<file path="src/hisr_pkg.sv">
// Purpose: Shared constants and types for the host interrupt status block.
// Assumes: APB register map with one aligned 32-bit word per register.
// Notes:   Bits 0 to 2 of the status byte belong to other logic and read zero here.
package hisr_pkg;

    // Register byte offsets on the APB bus.
    localparam logic [7:0] INT_STATUS_OFF = 8'h00;
    localparam logic [7:0] HOST_CTRL_OFF  = 8'h04;
    localparam logic [7:0] EVT_STATUS_OFF = 8'h08;
    localparam logic [7:0] EVT_MASK_OFF   = 8'h0C;

    // Host control register fields.
    localparam int CTRL_IRQ_EN_BIT = 0;
    localparam int CTRL_ASYNC_BIT  = 1;
    localparam logic [1:0] HOST_CTRL_RST = 2'h0;

    // Status byte field positions.
    localparam int NW_LSB    = 3;
    localparam int CMD_BIT   = 5;
    localparam int ASYNC_BIT = 6;
    localparam int FAULT_BIT = 7;

    // Non-wake-up FIFO condition codes.
    localparam logic [1:0] NW_NONE      = 2'h0;
    localparam logic [1:0] NW_IMMEDIATE = 2'h1;
    localparam logic [1:0] NW_LATENCY   = 2'h2;
    localparam logic [1:0] NW_WATERMARK = 2'h3;

    // Sticky event bits and their reset values.
    localparam int EVT_NW    = 0;
    localparam int EVT_STAT  = 1;
    localparam int EVT_FAULT = 2;
    localparam int EVT_INIT  = 3;
    localparam logic [3:0] EVT_RST  = 4'h0;
    localparam logic [3:0] MASK_RST = 4'h0;

    // Reset value of the reset-or-fault bit.
    localparam logic FAULT_RST = 1'b1;

    // Events from the non-wake-up FIFO.
    typedef struct packed {
        logic data;
        logic zero_lat_evt;
        logic lat_expired;
        logic watermark;
    } hisr_nw_evt_type;

    // Status byte layout.
    typedef struct packed {
        logic       fault;
        logic       async_data;
        logic       cmd_data;
        logic [1:0] nw;
        logic [2:0] other;
    } hisr_status_type;

    // Boot sequence phases.
    typedef enum logic [1:0] {
        BOOT_STRAP,
        BOOT_INIT,
        BOOT_RUN
    } hisr_boot_type;

endpackage

</file>
<file path="src/hisr_top.sv">
// Purpose: Builds the upper bits of the host interrupt status byte and the host IRQ.
// Assumes: All inputs are synchronous to CLK_I; FIFO flags are levels, events pulses.
// Notes:   Registers are reached over APB with zero wait states.
// Function
// - Bits 3-4 report non-wake-up FIFO condition.
// - Codes: none, immediate, latency, watermark.
// - Latency code needs expired latency, pending data.
// - Bit 5 flags command data, async clear.
// - Bit 6 flags async or debug data.
// - Async select moves command responses to bit 6.
// - Bit 7 set on fatal error.
// - Bit 7 set by reset, cleared after init.
// - No host IRQ until host configures it.
// - Watchdog or fatal reset may raise IRQ.
// - Reading a channel clears only its bits.
// - Host IRQ held until sources retrieved.
//
// Added by the designer: the register offsets and the APB slave port.
`timescale 1ns/10ps
module hisr_top (
    // Clock and reset.
    input  wire logic                     CLK_I,
    input  wire logic                     RESET_N_I,
    // APB slave.
    input  wire logic                     PSEL_I,
    input  wire logic                     PENABLE_I,
    input  wire logic                     PWRITE_I,
    input  wire logic [7:0]               PADDR_I,
    input  wire logic [31:0]              PWDATA_I,
    output logic      [31:0]              PRDATA_O,
    output logic                          PREADY_O,
    output logic                          PSLVERR_O,
    // Non-wake-up FIFO events.
    input  wire hisr_pkg::hisr_nw_evt_type NW_EVT_I,
    input  wire logic                     RD_NW_I,
    // Status and debug FIFO content.
    input  wire logic                     STAT_CMD_DATA_I,
    input  wire logic                     STAT_DEBUG_DATA_I,
    input  wire logic                     RD_STAT_I,
    // Fault and boot.
    input  wire logic                     FATAL_ERR_I,
    input  wire logic                     INIT_DONE_I,
    input  wire logic                     WDOG_FATAL_RST_I,
    input  wire logic                     RETAINED_CFG_I,
    // Status and interrupts.
    output logic      [7:0]               INT_STATUS_O,
    output logic                          HOST_IRQ_O,
    output logic                          IRQ_O
);
    import hisr_pkg::*;

    // State registers.
    hisr_status_type status_q;
    hisr_status_type status_d;
    hisr_boot_type   boot_q;
    hisr_boot_type   boot_d;
    logic [1:0]      ctrl_q;
    logic [1:0]      ctrl_d;
    logic [3:0]      evt_q;
    logic [3:0]      evt_d;
    logic [3:0]      mask_q;
    logic [3:0]      mask_d;
    logic [31:0]     prdata_q;
    logic [31:0]     prdata_d;
    logic            host_irq_q;
    logic            host_irq_d;

    // Decode and strobes.
    logic            setup_rd;
    logic            acc_wr;
    logic            sel_status;
    logic            sel_ctrl;
    logic            sel_evt;
    logic            sel_mask;
    logic            mapped;
    logic            async_sel;
    logic            irq_en;

    // Status computation.
    logic [1:0]      nw_evt_code;
    logic [1:0]      nw_kept;
    logic            stat_rise;
    logic            pending;
    logic            strap_ok;
    logic [3:0]      evt_set;
    logic [3:0]      evt_clr;

    // Returns the higher-priority of two condition codes.
    function automatic logic [1:0] nw_max(input logic [1:0] a, input logic [1:0] b);
        nw_max = (a > b) ? a : b;
    endfunction

    // Zero-extends a 4-bit field to a bus word.
    function automatic logic [31:0] word4(input logic [3:0] v);
        word4 = {28'h0000000, v};
    endfunction

    // APB address decode; the slave always answers in the first access cycle.
    assign sel_status = (PADDR_I == INT_STATUS_OFF);
    assign sel_ctrl   = (PADDR_I == HOST_CTRL_OFF);
    assign sel_evt    = (PADDR_I == EVT_STATUS_OFF);
    assign sel_mask   = (PADDR_I == EVT_MASK_OFF);
    assign mapped     = sel_status | sel_ctrl | sel_evt | sel_mask;
    assign setup_rd   = PSEL_I & ~PENABLE_I & ~PWRITE_I;
    assign acc_wr     = PSEL_I & PENABLE_I & PWRITE_I & mapped;
    assign PREADY_O   = 1'b1;
    assign PSLVERR_O  = PSEL_I & PENABLE_I & ~mapped;
    assign PRDATA_O   = prdata_q;

    // Read data is sampled in the setup cycle so it comes from a flip-flop.
    // The cost is that a read shows the state one cycle before the access edge.
    assign prdata_d = !setup_rd   ? prdata_q :
                      sel_status  ? {24'h000000, status_q} :
                      sel_ctrl    ? {30'h00000000, ctrl_q} :
                      sel_evt     ? word4(evt_q) :
                      sel_mask    ? word4(mask_q) :
                                    32'h00000000;

    // Host control fields.
    assign async_sel = ctrl_q[CTRL_ASYNC_BIT];
    assign irq_en    = ctrl_q[CTRL_IRQ_EN_BIT];

    // Condition code of this cycle's events; watermark outranks latency and immediate.
    assign nw_evt_code = NW_EVT_I.watermark                       ? NW_WATERMARK :
                         (NW_EVT_I.lat_expired & NW_EVT_I.data)   ? NW_LATENCY   :
                         NW_EVT_I.zero_lat_evt                    ? NW_IMMEDIATE :
                                                                    NW_NONE;

    // A read of the non-wake-up channel drops the old code, a new event still lands.
    assign nw_kept = RD_NW_I ? NW_NONE : status_q.nw;

    // Next status byte; bits 5 and 6 mirror the status FIFO content.
    always_comb begin
        status_d            = status_q;
        status_d.other      = 3'h0;
        status_d.nw         = nw_max(nw_kept, nw_evt_code);
        status_d.cmd_data   = STAT_CMD_DATA_I & ~async_sel;
        status_d.async_data = STAT_DEBUG_DATA_I | (STAT_CMD_DATA_I & async_sel);
        if (FATAL_ERR_I) begin
            status_d.fault = 1'b1;
        end else if (INIT_DONE_I && boot_q == BOOT_INIT) begin
            status_d.fault = 1'b0;
        end
    end

    // Boot sequence: catch the retained setting just after reset release.
    always_comb begin
        boot_d = boot_q;
        case (boot_q)
            BOOT_STRAP: boot_d = BOOT_INIT;
            BOOT_INIT:  if (INIT_DONE_I) boot_d = BOOT_RUN;
            BOOT_RUN:   boot_d = BOOT_RUN;
            default:    boot_d = BOOT_STRAP;
        endcase
    end

    assign strap_ok = (boot_q == BOOT_STRAP) & WDOG_FATAL_RST_I & RETAINED_CFG_I;

    // Host control: off after reset unless the retained setting survives.
    always_comb begin
        ctrl_d = ctrl_q;
        if (strap_ok) begin
            ctrl_d[CTRL_IRQ_EN_BIT] = 1'b1;
        end
        if (acc_wr && sel_ctrl) begin
            ctrl_d = PWDATA_I[1:0];
        end
    end

    // Host IRQ follows any pending source in the status byte.
    assign pending    = (status_q.nw != NW_NONE) | status_q.cmd_data |
                        status_q.async_data | status_q.fault;
    assign host_irq_d = irq_en & pending;

    // Sticky events; a set in the clearing cycle wins.
    assign stat_rise = (status_d.cmd_data & ~status_q.cmd_data) |
                       (status_d.async_data & ~status_q.async_data);
    assign evt_set   = {INIT_DONE_I & (boot_q == BOOT_INIT),
                        FATAL_ERR_I,
                        stat_rise,
                        nw_evt_code != NW_NONE};
    assign evt_clr   = (acc_wr && sel_evt) ? PWDATA_I[3:0] : 4'h0;
    assign evt_d     = (evt_q & ~evt_clr) | evt_set;
    assign mask_d    = (acc_wr && sel_mask) ? PWDATA_I[3:0] : mask_q;
    assign IRQ_O     = |(evt_q & mask_q);

    // Status byte register; the bus write path never reaches it.
    always_ff @(posedge CLK_I) begin
        if (!RESET_N_I) begin
            status_q       <= '0;
            status_q.fault <= FAULT_RST;
        end else begin
            status_q <= status_d;
        end
    end

    // Boot phase and host control registers.
    always_ff @(posedge CLK_I) begin
        if (!RESET_N_I) begin
            boot_q <= BOOT_STRAP;
            ctrl_q <= HOST_CTRL_RST;
        end else begin
            boot_q <= boot_d;
            ctrl_q <= ctrl_d;
        end
    end

    // Event, mask, host IRQ and read data registers.
    always_ff @(posedge CLK_I) begin
        if (!RESET_N_I) begin
            evt_q      <= EVT_RST;
            mask_q     <= MASK_RST;
            host_irq_q <= 1'b0;
            prdata_q   <= 32'h00000000;
        end else begin
            evt_q      <= evt_d;
            mask_q     <= mask_d;
            host_irq_q <= host_irq_d;
            prdata_q   <= prdata_d;
        end
    end

    assign INT_STATUS_O = status_q;
    assign HOST_IRQ_O   = host_irq_q;

    // Checks on the status byte and the host IRQ.
    a_nw_watermark_code: assert property (
        @(posedge CLK_I) disable iff (!RESET_N_I)
        NW_EVT_I.watermark |=> INT_STATUS_O[4:3] == 2'h3)
        else $error("Watermark did not give code 3.");

    a_nw_latency_gate: assert property (
        @(posedge CLK_I) disable iff (!RESET_N_I)
        (status_d.nw == NW_LATENCY && status_q.nw != NW_LATENCY)
        |-> (NW_EVT_I.lat_expired && NW_EVT_I.data))
        else $error("Latency code without expired latency and data.");

    a_nw_read_clear: assert property (
        @(posedge CLK_I) disable iff (!RESET_N_I)
        (RD_NW_I && nw_evt_code == NW_NONE) |=> INT_STATUS_O[4:3] == 2'h0)
        else $error("Non-wake-up read did not clear its field.");

    a_nw_other_read: assert property (
        @(posedge CLK_I) disable iff (!RESET_N_I)
        (RD_STAT_I && !RD_NW_I) |=> INT_STATUS_O[4:3] >= $past(INT_STATUS_O[4:3]))
        else $error("Status read disturbed the non-wake-up field.");

    a_cmd_bit_sync: assert property (
        @(posedge CLK_I) disable iff (!RESET_N_I)
        ##1 INT_STATUS_O[5] == $past(STAT_CMD_DATA_I && !async_sel))
        else $error("Command bit wrong for async select.");

    a_async_bit_route: assert property (
        @(posedge CLK_I) disable iff (!RESET_N_I)
        (STAT_CMD_DATA_I && async_sel) |=> (INT_STATUS_O[6] && !INT_STATUS_O[5]))
        else $error("Async command response not on bit 6.");

    a_fault_set: assert property (
        @(posedge CLK_I) disable iff (!RESET_N_I)
        FATAL_ERR_I |=> INT_STATUS_O[7])
        else $error("Fatal error did not set bit 7.");

    a_fault_after_reset: assert property (
        @(posedge CLK_I)
        $rose(RESET_N_I) |-> INT_STATUS_O[7] && boot_q == BOOT_STRAP)
        else $error("Bit 7 not set after reset.");

    a_fault_init_clear: assert property (
        @(posedge CLK_I) disable iff (!RESET_N_I)
        (INIT_DONE_I && !FATAL_ERR_I && boot_q == BOOT_INIT) |=> !INT_STATUS_O[7])
        else $error("Init done did not clear bit 7.");

    a_irq_needs_cfg: assert property (
        @(posedge CLK_I) disable iff (!RESET_N_I)
        HOST_IRQ_O |-> $past(irq_en))
        else $error("Host IRQ without configured type.");

    a_strap_irq: assert property (
        @(posedge CLK_I) disable iff (!RESET_N_I)
        (RESET_N_I && strap_ok) |=> ##1 HOST_IRQ_O)
        else $error("Retained setting did not raise host IRQ.");

    a_irq_hold: assert property (
        @(posedge CLK_I) disable iff (!RESET_N_I)
        $fell(HOST_IRQ_O) |-> $past(!pending || !irq_en))
        else $error("Host IRQ dropped with sources pending.");

    a_status_ro: assert property (
        @(posedge CLK_I) disable iff (!RESET_N_I)
        (acc_wr && sel_status) |=> ($stable(ctrl_q) && $stable(mask_q)))
        else $error("Write to status byte changed a register.");

endmodule

</file>
<file path="config.mk">
export PLATFORM = sky130hd
export DESIGN_NAME = hisr_top
export DESIGN_NICKNAME = d
export VERILOG_FILES = /design/src/hisr_pkg.sv /design/src/hisr_top.sv
export SDC_FILE = /design/constraint.sdc
export NUM_CORES = 1
export LEC_CHECK = 0
export ABC_AREA = 1
export BUFFER_PORTS_ARGS = -buffer_cell sky130_fd_sc_hd__buf_2
export CORE_AREA = 2 2 52 74
export CTS_BUF_LIST = sky130_fd_sc_hd__clkbuf_4 sky130_fd_sc_hd__clkbuf_8 sky130_fd_sc_hd__clkbuf_16
export DETAILED_ROUTE_END_ITERATION = 16
export DIE_AREA = 0 0 54 76
export PLACE_DENSITY = 0.91
export RECOVER_POWER = 25
export SYNTH_ARGS = -nofsm -noshare
export SYNTH_HDL_FRONTEND = slang
export SYNTH_SLANG_ARGS = --single-unit
</file>
<file path="constraint.sdc">
create_clock -name CLK_I -period 4.25 [get_ports CLK_I]
set_clock_uncertainty 0.05 [all_clocks]
set_input_delay 0.85 -clock CLK_I [delete_from_list [all_inputs] [get_ports CLK_I]]
set_output_delay 0.85 -clock CLK_I [all_outputs]
set_load 0.02 [all_outputs]
</file>
==> flow_summary.toml, run 1 <==
[synthesis]
ys_seq_area_frac = 0.347
ys_ff_latch = 26
ys_warn_count = 0
netlist_instances = 215
syn_avg_cell_area_um2 = 6.97
synthTopCellsByArea = "dfxtp_1 (35%), buf_4 (14%), nand2_1 (9.3%)"
netlist.area_leader.share = 0.347
synth-main-ff-cell = "dfxtp_1"
synth.most_common_cell = "nand2_1"
synth-edff-count = 0
async_flop_share = 0
synth_area_um2 = 1500
synthDistinctLibCells = 26
synthTopCellsByCount = "nand2_1 (37), nor2_1 (31), buf_4 (28)"
synth_area_leader_cell = "dfxtp_1"

[routing]
first_iter_violations = 23
route.detailed.drc = 0
routed_via_density = 4.79
wl_um = 3180
ant_nets = 0
via_count = 1438
drt_first_pass_iters = 4
wl_per_cell_um = 10.6

[die]
pin_count = 101
die_area_um2 = 4100
coreArea_um2 = 3510
rows = 26
dieHeight_um = 76
die_x_um = 54
initial_core_util = 0.427

[clock_network]
cts_tree = "done"
cts_sinks = 26
clkLatencyLatePin_ns = 0.26
htreeDepth = 1
clockBufferDepth = 2
ctsResizeCount = 0
cts_buffers = 3
post_cts_buffers = 0
clk_pin_slew_ns = 0.08
cts-root-buf = "clkbuf_8"
hold_buffers = 0

[critical_path]
path_max_fanout = 7
start_kind = "input pin"
critPathKind = "in -> out"
arrival_ns = 1.70
reg2reg_depth = 8
r2r-end = "INT_STATUS_O[3]"
r2r_start = "INT_STATUS_O[4]"
crit_required_ns = 3.35
rrSetupSlack_ns = 2.67
end_kind = "output port"

[placement]
dp_hpwl_um = 2590
io_buffers = 43
gp_congestion = 0.831
dpl-instance-area_um2 = 1650
dp_cells = 296

[global_routing]
antenna_found_initial = 0
grt_use_total = 0.173
grt_pass1_vias = 1376
grt_max_degree = 16
grt_pass1_wl_um = 5550
overflow = 0

[timing]
finalMaxSlewViolations = 0
setup_viol_count_final = 0
fin_tns_setup_ns = 0
max_freq_mhz = 384
period_minus_slack_ns = 2.60
post-route-period-util = 0.612
hold_viol_final = 0
worst_hold_slack_ns = 0.418
rsz0062_at_grt = "false"

[min_path]
hold_path.class = "reg -> reg"
hold_end = "PRDATA_O[1]"
hold_path_depth = 2
hold_start = "PRDATA_O[1]"

[cells_and_area]
final_cells = 300
fin_nets = 321
n_fill_cell = 378
multi_input_area_um2 = 773
regArea_um2 = 520
postLayoutCellArea_um2 = 1700
syn_to_final_growth_pct = 13.2
drive_gt1_frac = 0.205
antennaDiodeCount = 0

[run]
drv_cap = 0

[power_and_ir_drop]
power_leakage_nw = 0.866
p_per_area_nw_per_um2 = 328
total_power_uw = 557
vdd_drop_max_v = 0.000207

[run_status]
status = "finished, final reports clean"
## routing by layer
metal / global-route usage / vias up / share of wire
met5: 0 / - / 0
met4: 0.0950 / 0 / 0.045
met3: 0.0196 / 17 / 0.071
met2: 0.311 / 76 / 0.51
met1: 0.183 / 625 / 0.37
li1: - / 720 / -
## worst max path at each step
stage	from	endpoint	cells after the start
detailed placement	PADDR_I[5]	PSLVERR_O	6
CTS	PADDR_I[5]	PSLVERR_O	6
floorplan	PADDR_I[5]	PSLVERR_O	4
finish	PADDR_I[5]	PSLVERR_O	6
global placement	PADDR_I[5]	PSLVERR_O	6
global route	PADDR_I[7]	PSLVERR_O	6
## sequential cells by signal, indices dropped and copies added, names as in the netlist
signal	cells
mask_q	4
boot_q	2
HOST_IRQ_O	1
ctrl_q	2
evt_q	4
PRDATA_O	8
INT_STATUS_O	5
## worst max-delay path: stages
cell	delay [ns]
buf_2	0.07
nor2_1	0.04
nand2_2	0.17
nor2_4	0.09
nor4_1	0.26
buf_2	0.21
## power by group
group / internal, mW / total [mW] / leakage [nW] / switching, mW
Clock: 0.0827 / 0.154 / 0.0288 / 0.0714
Sequential: 0.264 / 0.276 / 0.213 / 0.0128
Combinational: 0.0410 / 0.126 / 0.625 / 0.0854
Total: 0.387 / 0.557 / 0.866 / 0.170
## per-stage QoR
stage          setup WS, ns   util
3_3_place_gp           1.65  0.469
2_1_floorplan          1.53      -
4_1_cts                1.63  0.484
3_5_place_dp           1.64  0.469
5_1_grt                1.56  0.483
6_report               1.65  0.483
## area by class of cell
cell class                      instances  area share
Sequential cell                        26       0.307
Tap cell                               42      0.0310
Multi-Input combinational cell        163       0.456
Timing Repair Buffer                   43       0.124
Clock buffer                            4      0.0324
Inverter                               22      0.0501
## cell usage in the layout, fill, tap and decap left out, types with 2 or more instances in the layout
cell and count:
inv_1 19, o22ai_1 2, buf_2 39, clkinv_2 2
clkbuf_8 4, nand3_1 20, conb_1 28, nor2_1 31
o21ai_0 10, dfxtp_1 26, nand2_2 4, ha_1 5
clkbuf_1 4, nand2_1 37, a21oi_1 16
## kinds of logic after synthesis
kind of cell / Yosys count / synth area share
AO/OA/AOI/OAI: 31 / 0.110
adder cells (fa/ha/maj): 5 / 0.0417
buffers and inverters: 52 / 0.202
flip-flops: 26 / 0.347
other: 2 / 0.00501
AND/OR/NAND/NOR: 99 / 0.294
Power figures use the tool's default switching activity.
==> run 2, diff against run 1 <==
Settings changed: CORE_AREA 2 2 52 74 to 2 2 55 77, DIE_AREA 0 0 54 76 to 0 0 57 79, PLACE_DENSITY 0.91 to 0.84.
Clock period 4.25 ns to 2.7 ns, I/O delays scaled along.
==> flow_summary.toml, run 2 (synthesis results as in run 1) <==
[min_path]
hold_path.class = "reg -> reg"
hold_end = "PRDATA_O[5]"
hold_path_depth = 2
hold_start = "PRDATA_O[5]"

[placement]
dp_cells = 297
io_buffers = 43
dp_hpwl_um = 2600
gp_congestion = 0.861

[clock_network]
ctsResizeCount = 0
cts_buffers = 3
clk_pin_slew_ns = 0.09
cts_tree = "done"
clkLatencyLatePin_ns = 0.28
cts-root-buf = "clkbuf_8"
hold_buffers = 0
clockBufferDepth = 2
cts_sinks = 26
htreeDepth = 1
post_cts_buffers = 0

[timing]
period_minus_slack_ns = 2.00
setup_viol_count_final = 0
hold_viol_final = 0
finalMaxSlewViolations = 0
post-route-period-util = 0.741
fin_tns_setup_ns = 0
worst_hold_slack_ns = 0.417
rsz0062_at_grt = "false"
max_freq_mhz = 499

[cells_and_area]
largest_reg_flops = 8
final_common_cell = "buf_2"
drive_gt1_frac = 0.213
fin_nets = 321
final_cells = 301
syn_to_final_growth_pct = 13.4
mostFrequentLayoutCells = "buf_2 (41), nand2_1 (37), nor2_1 (31)"
antennaDiodeCount = 0

[critical_path]
path_max_fanout = 7
slowest_stage = "nor4_1"
crit_top_cell = "buf_2"
crit_required_ns = 2.11
crit_chain = "buf_2, nor2_1, nand2_2, nor2_4, nor4_1, buf_2"
rrSetupSlack_ns = 1.11
r2r-end = "INT_STATUS_O[3]"
critPathKind = "in -> out"
r2r_start = "INT_STATUS_O[4]"
critPathMaxStageDelay_ns = 0.28
reg2reg_depth = 8
arrival_ns = 1.41
start_kind = "input pin"
end_kind = "output port"

[global_routing]
overflow = 0
antenna_found_initial = 0
grt_max_degree = 16
grt_pass1_vias = 1300
grt_pass1_wl_um = 5490
grt_use_total = 0.155

[power_and_ir_drop]
power_leakage_nw = 0.874
vdd_drop_max_v = 0.000303
p_per_area_nw_per_um2 = 523

[routing]
wl_um = 3260
ant_nets = 0
routed_via_density = 4.72
first_iter_violations = 43
via_count = 1420
wl_per_cell_um = 10.8
route.detailed.drc = 0
drt_first_pass_iters = 4

[die]
rows = 27
die_x_um = 57
die_area_um2 = 4500
coreArea_um2 = 3850
initial_core_util = 0.389
pin_count = 101
dieHeight_um = 79

[run]
drv_cap = 0

[run_status]
status = "finished, final reports clean"
-- run 2: changes by cell type in the layout (fill, tap and decap cells not counted) --
cell,before,now
buf_2,39,41
clkbuf_1,4,2
-- run 2: worst max path at each step --
stage | startpoint | end
floorplan | PADDR_I[5] | PSLVERR_O
global placement | PADDR_I[5] | PSLVERR_O
detailed placement | PADDR_I[5] | PSLVERR_O
CTS | PADDR_I[5] | PSLVERR_O
global route | PADDR_I[2] | PSLVERR_O
finish | PADDR_I[5] | PSLVERR_O
-- run 2: final cells by class --
cell class                 count  area (µm²)
timing repair buffer          43         213
sequential                    26         520
clock buffer                   4        55.1
multi-input combinational    163         773
fill                         418        2150
tap                           43        53.8
inverter                      22        85.1
-- run 2: through the flow --
step,utilization,power (mW),worst slack (ns),instance area (µm²)
after floorplan,-,0.612,0.600,1600
after global placement,0.428,0.633,0.709,1650
after detailed placement,0.428,0.641,0.673,1650
after CTS,0.442,0.888,0.665,1700
after global routing,0.442,0.939,0.615,1700
final,0.442,0.889,0.698,1700
-- run 2: layer usage --
layer,track usage,part of all wire
met5,0,0
met4,0.0977,0.040
met3,0.0342,0.087
met2,0.272,0.51
met1,0.164,0.37
-- run 2: critical path, delay by kind of cell --
family / cells / cell delay (ns)
buf+inv: 2 / 0.29
simple gates: 4 / 0.58
-- run 2: power by group --
part | switching [mW] | internal, mW
clock network | 0.124 | 0.131
logic | 0.133 | 0.0642
registers | 0.0214 | 0.415
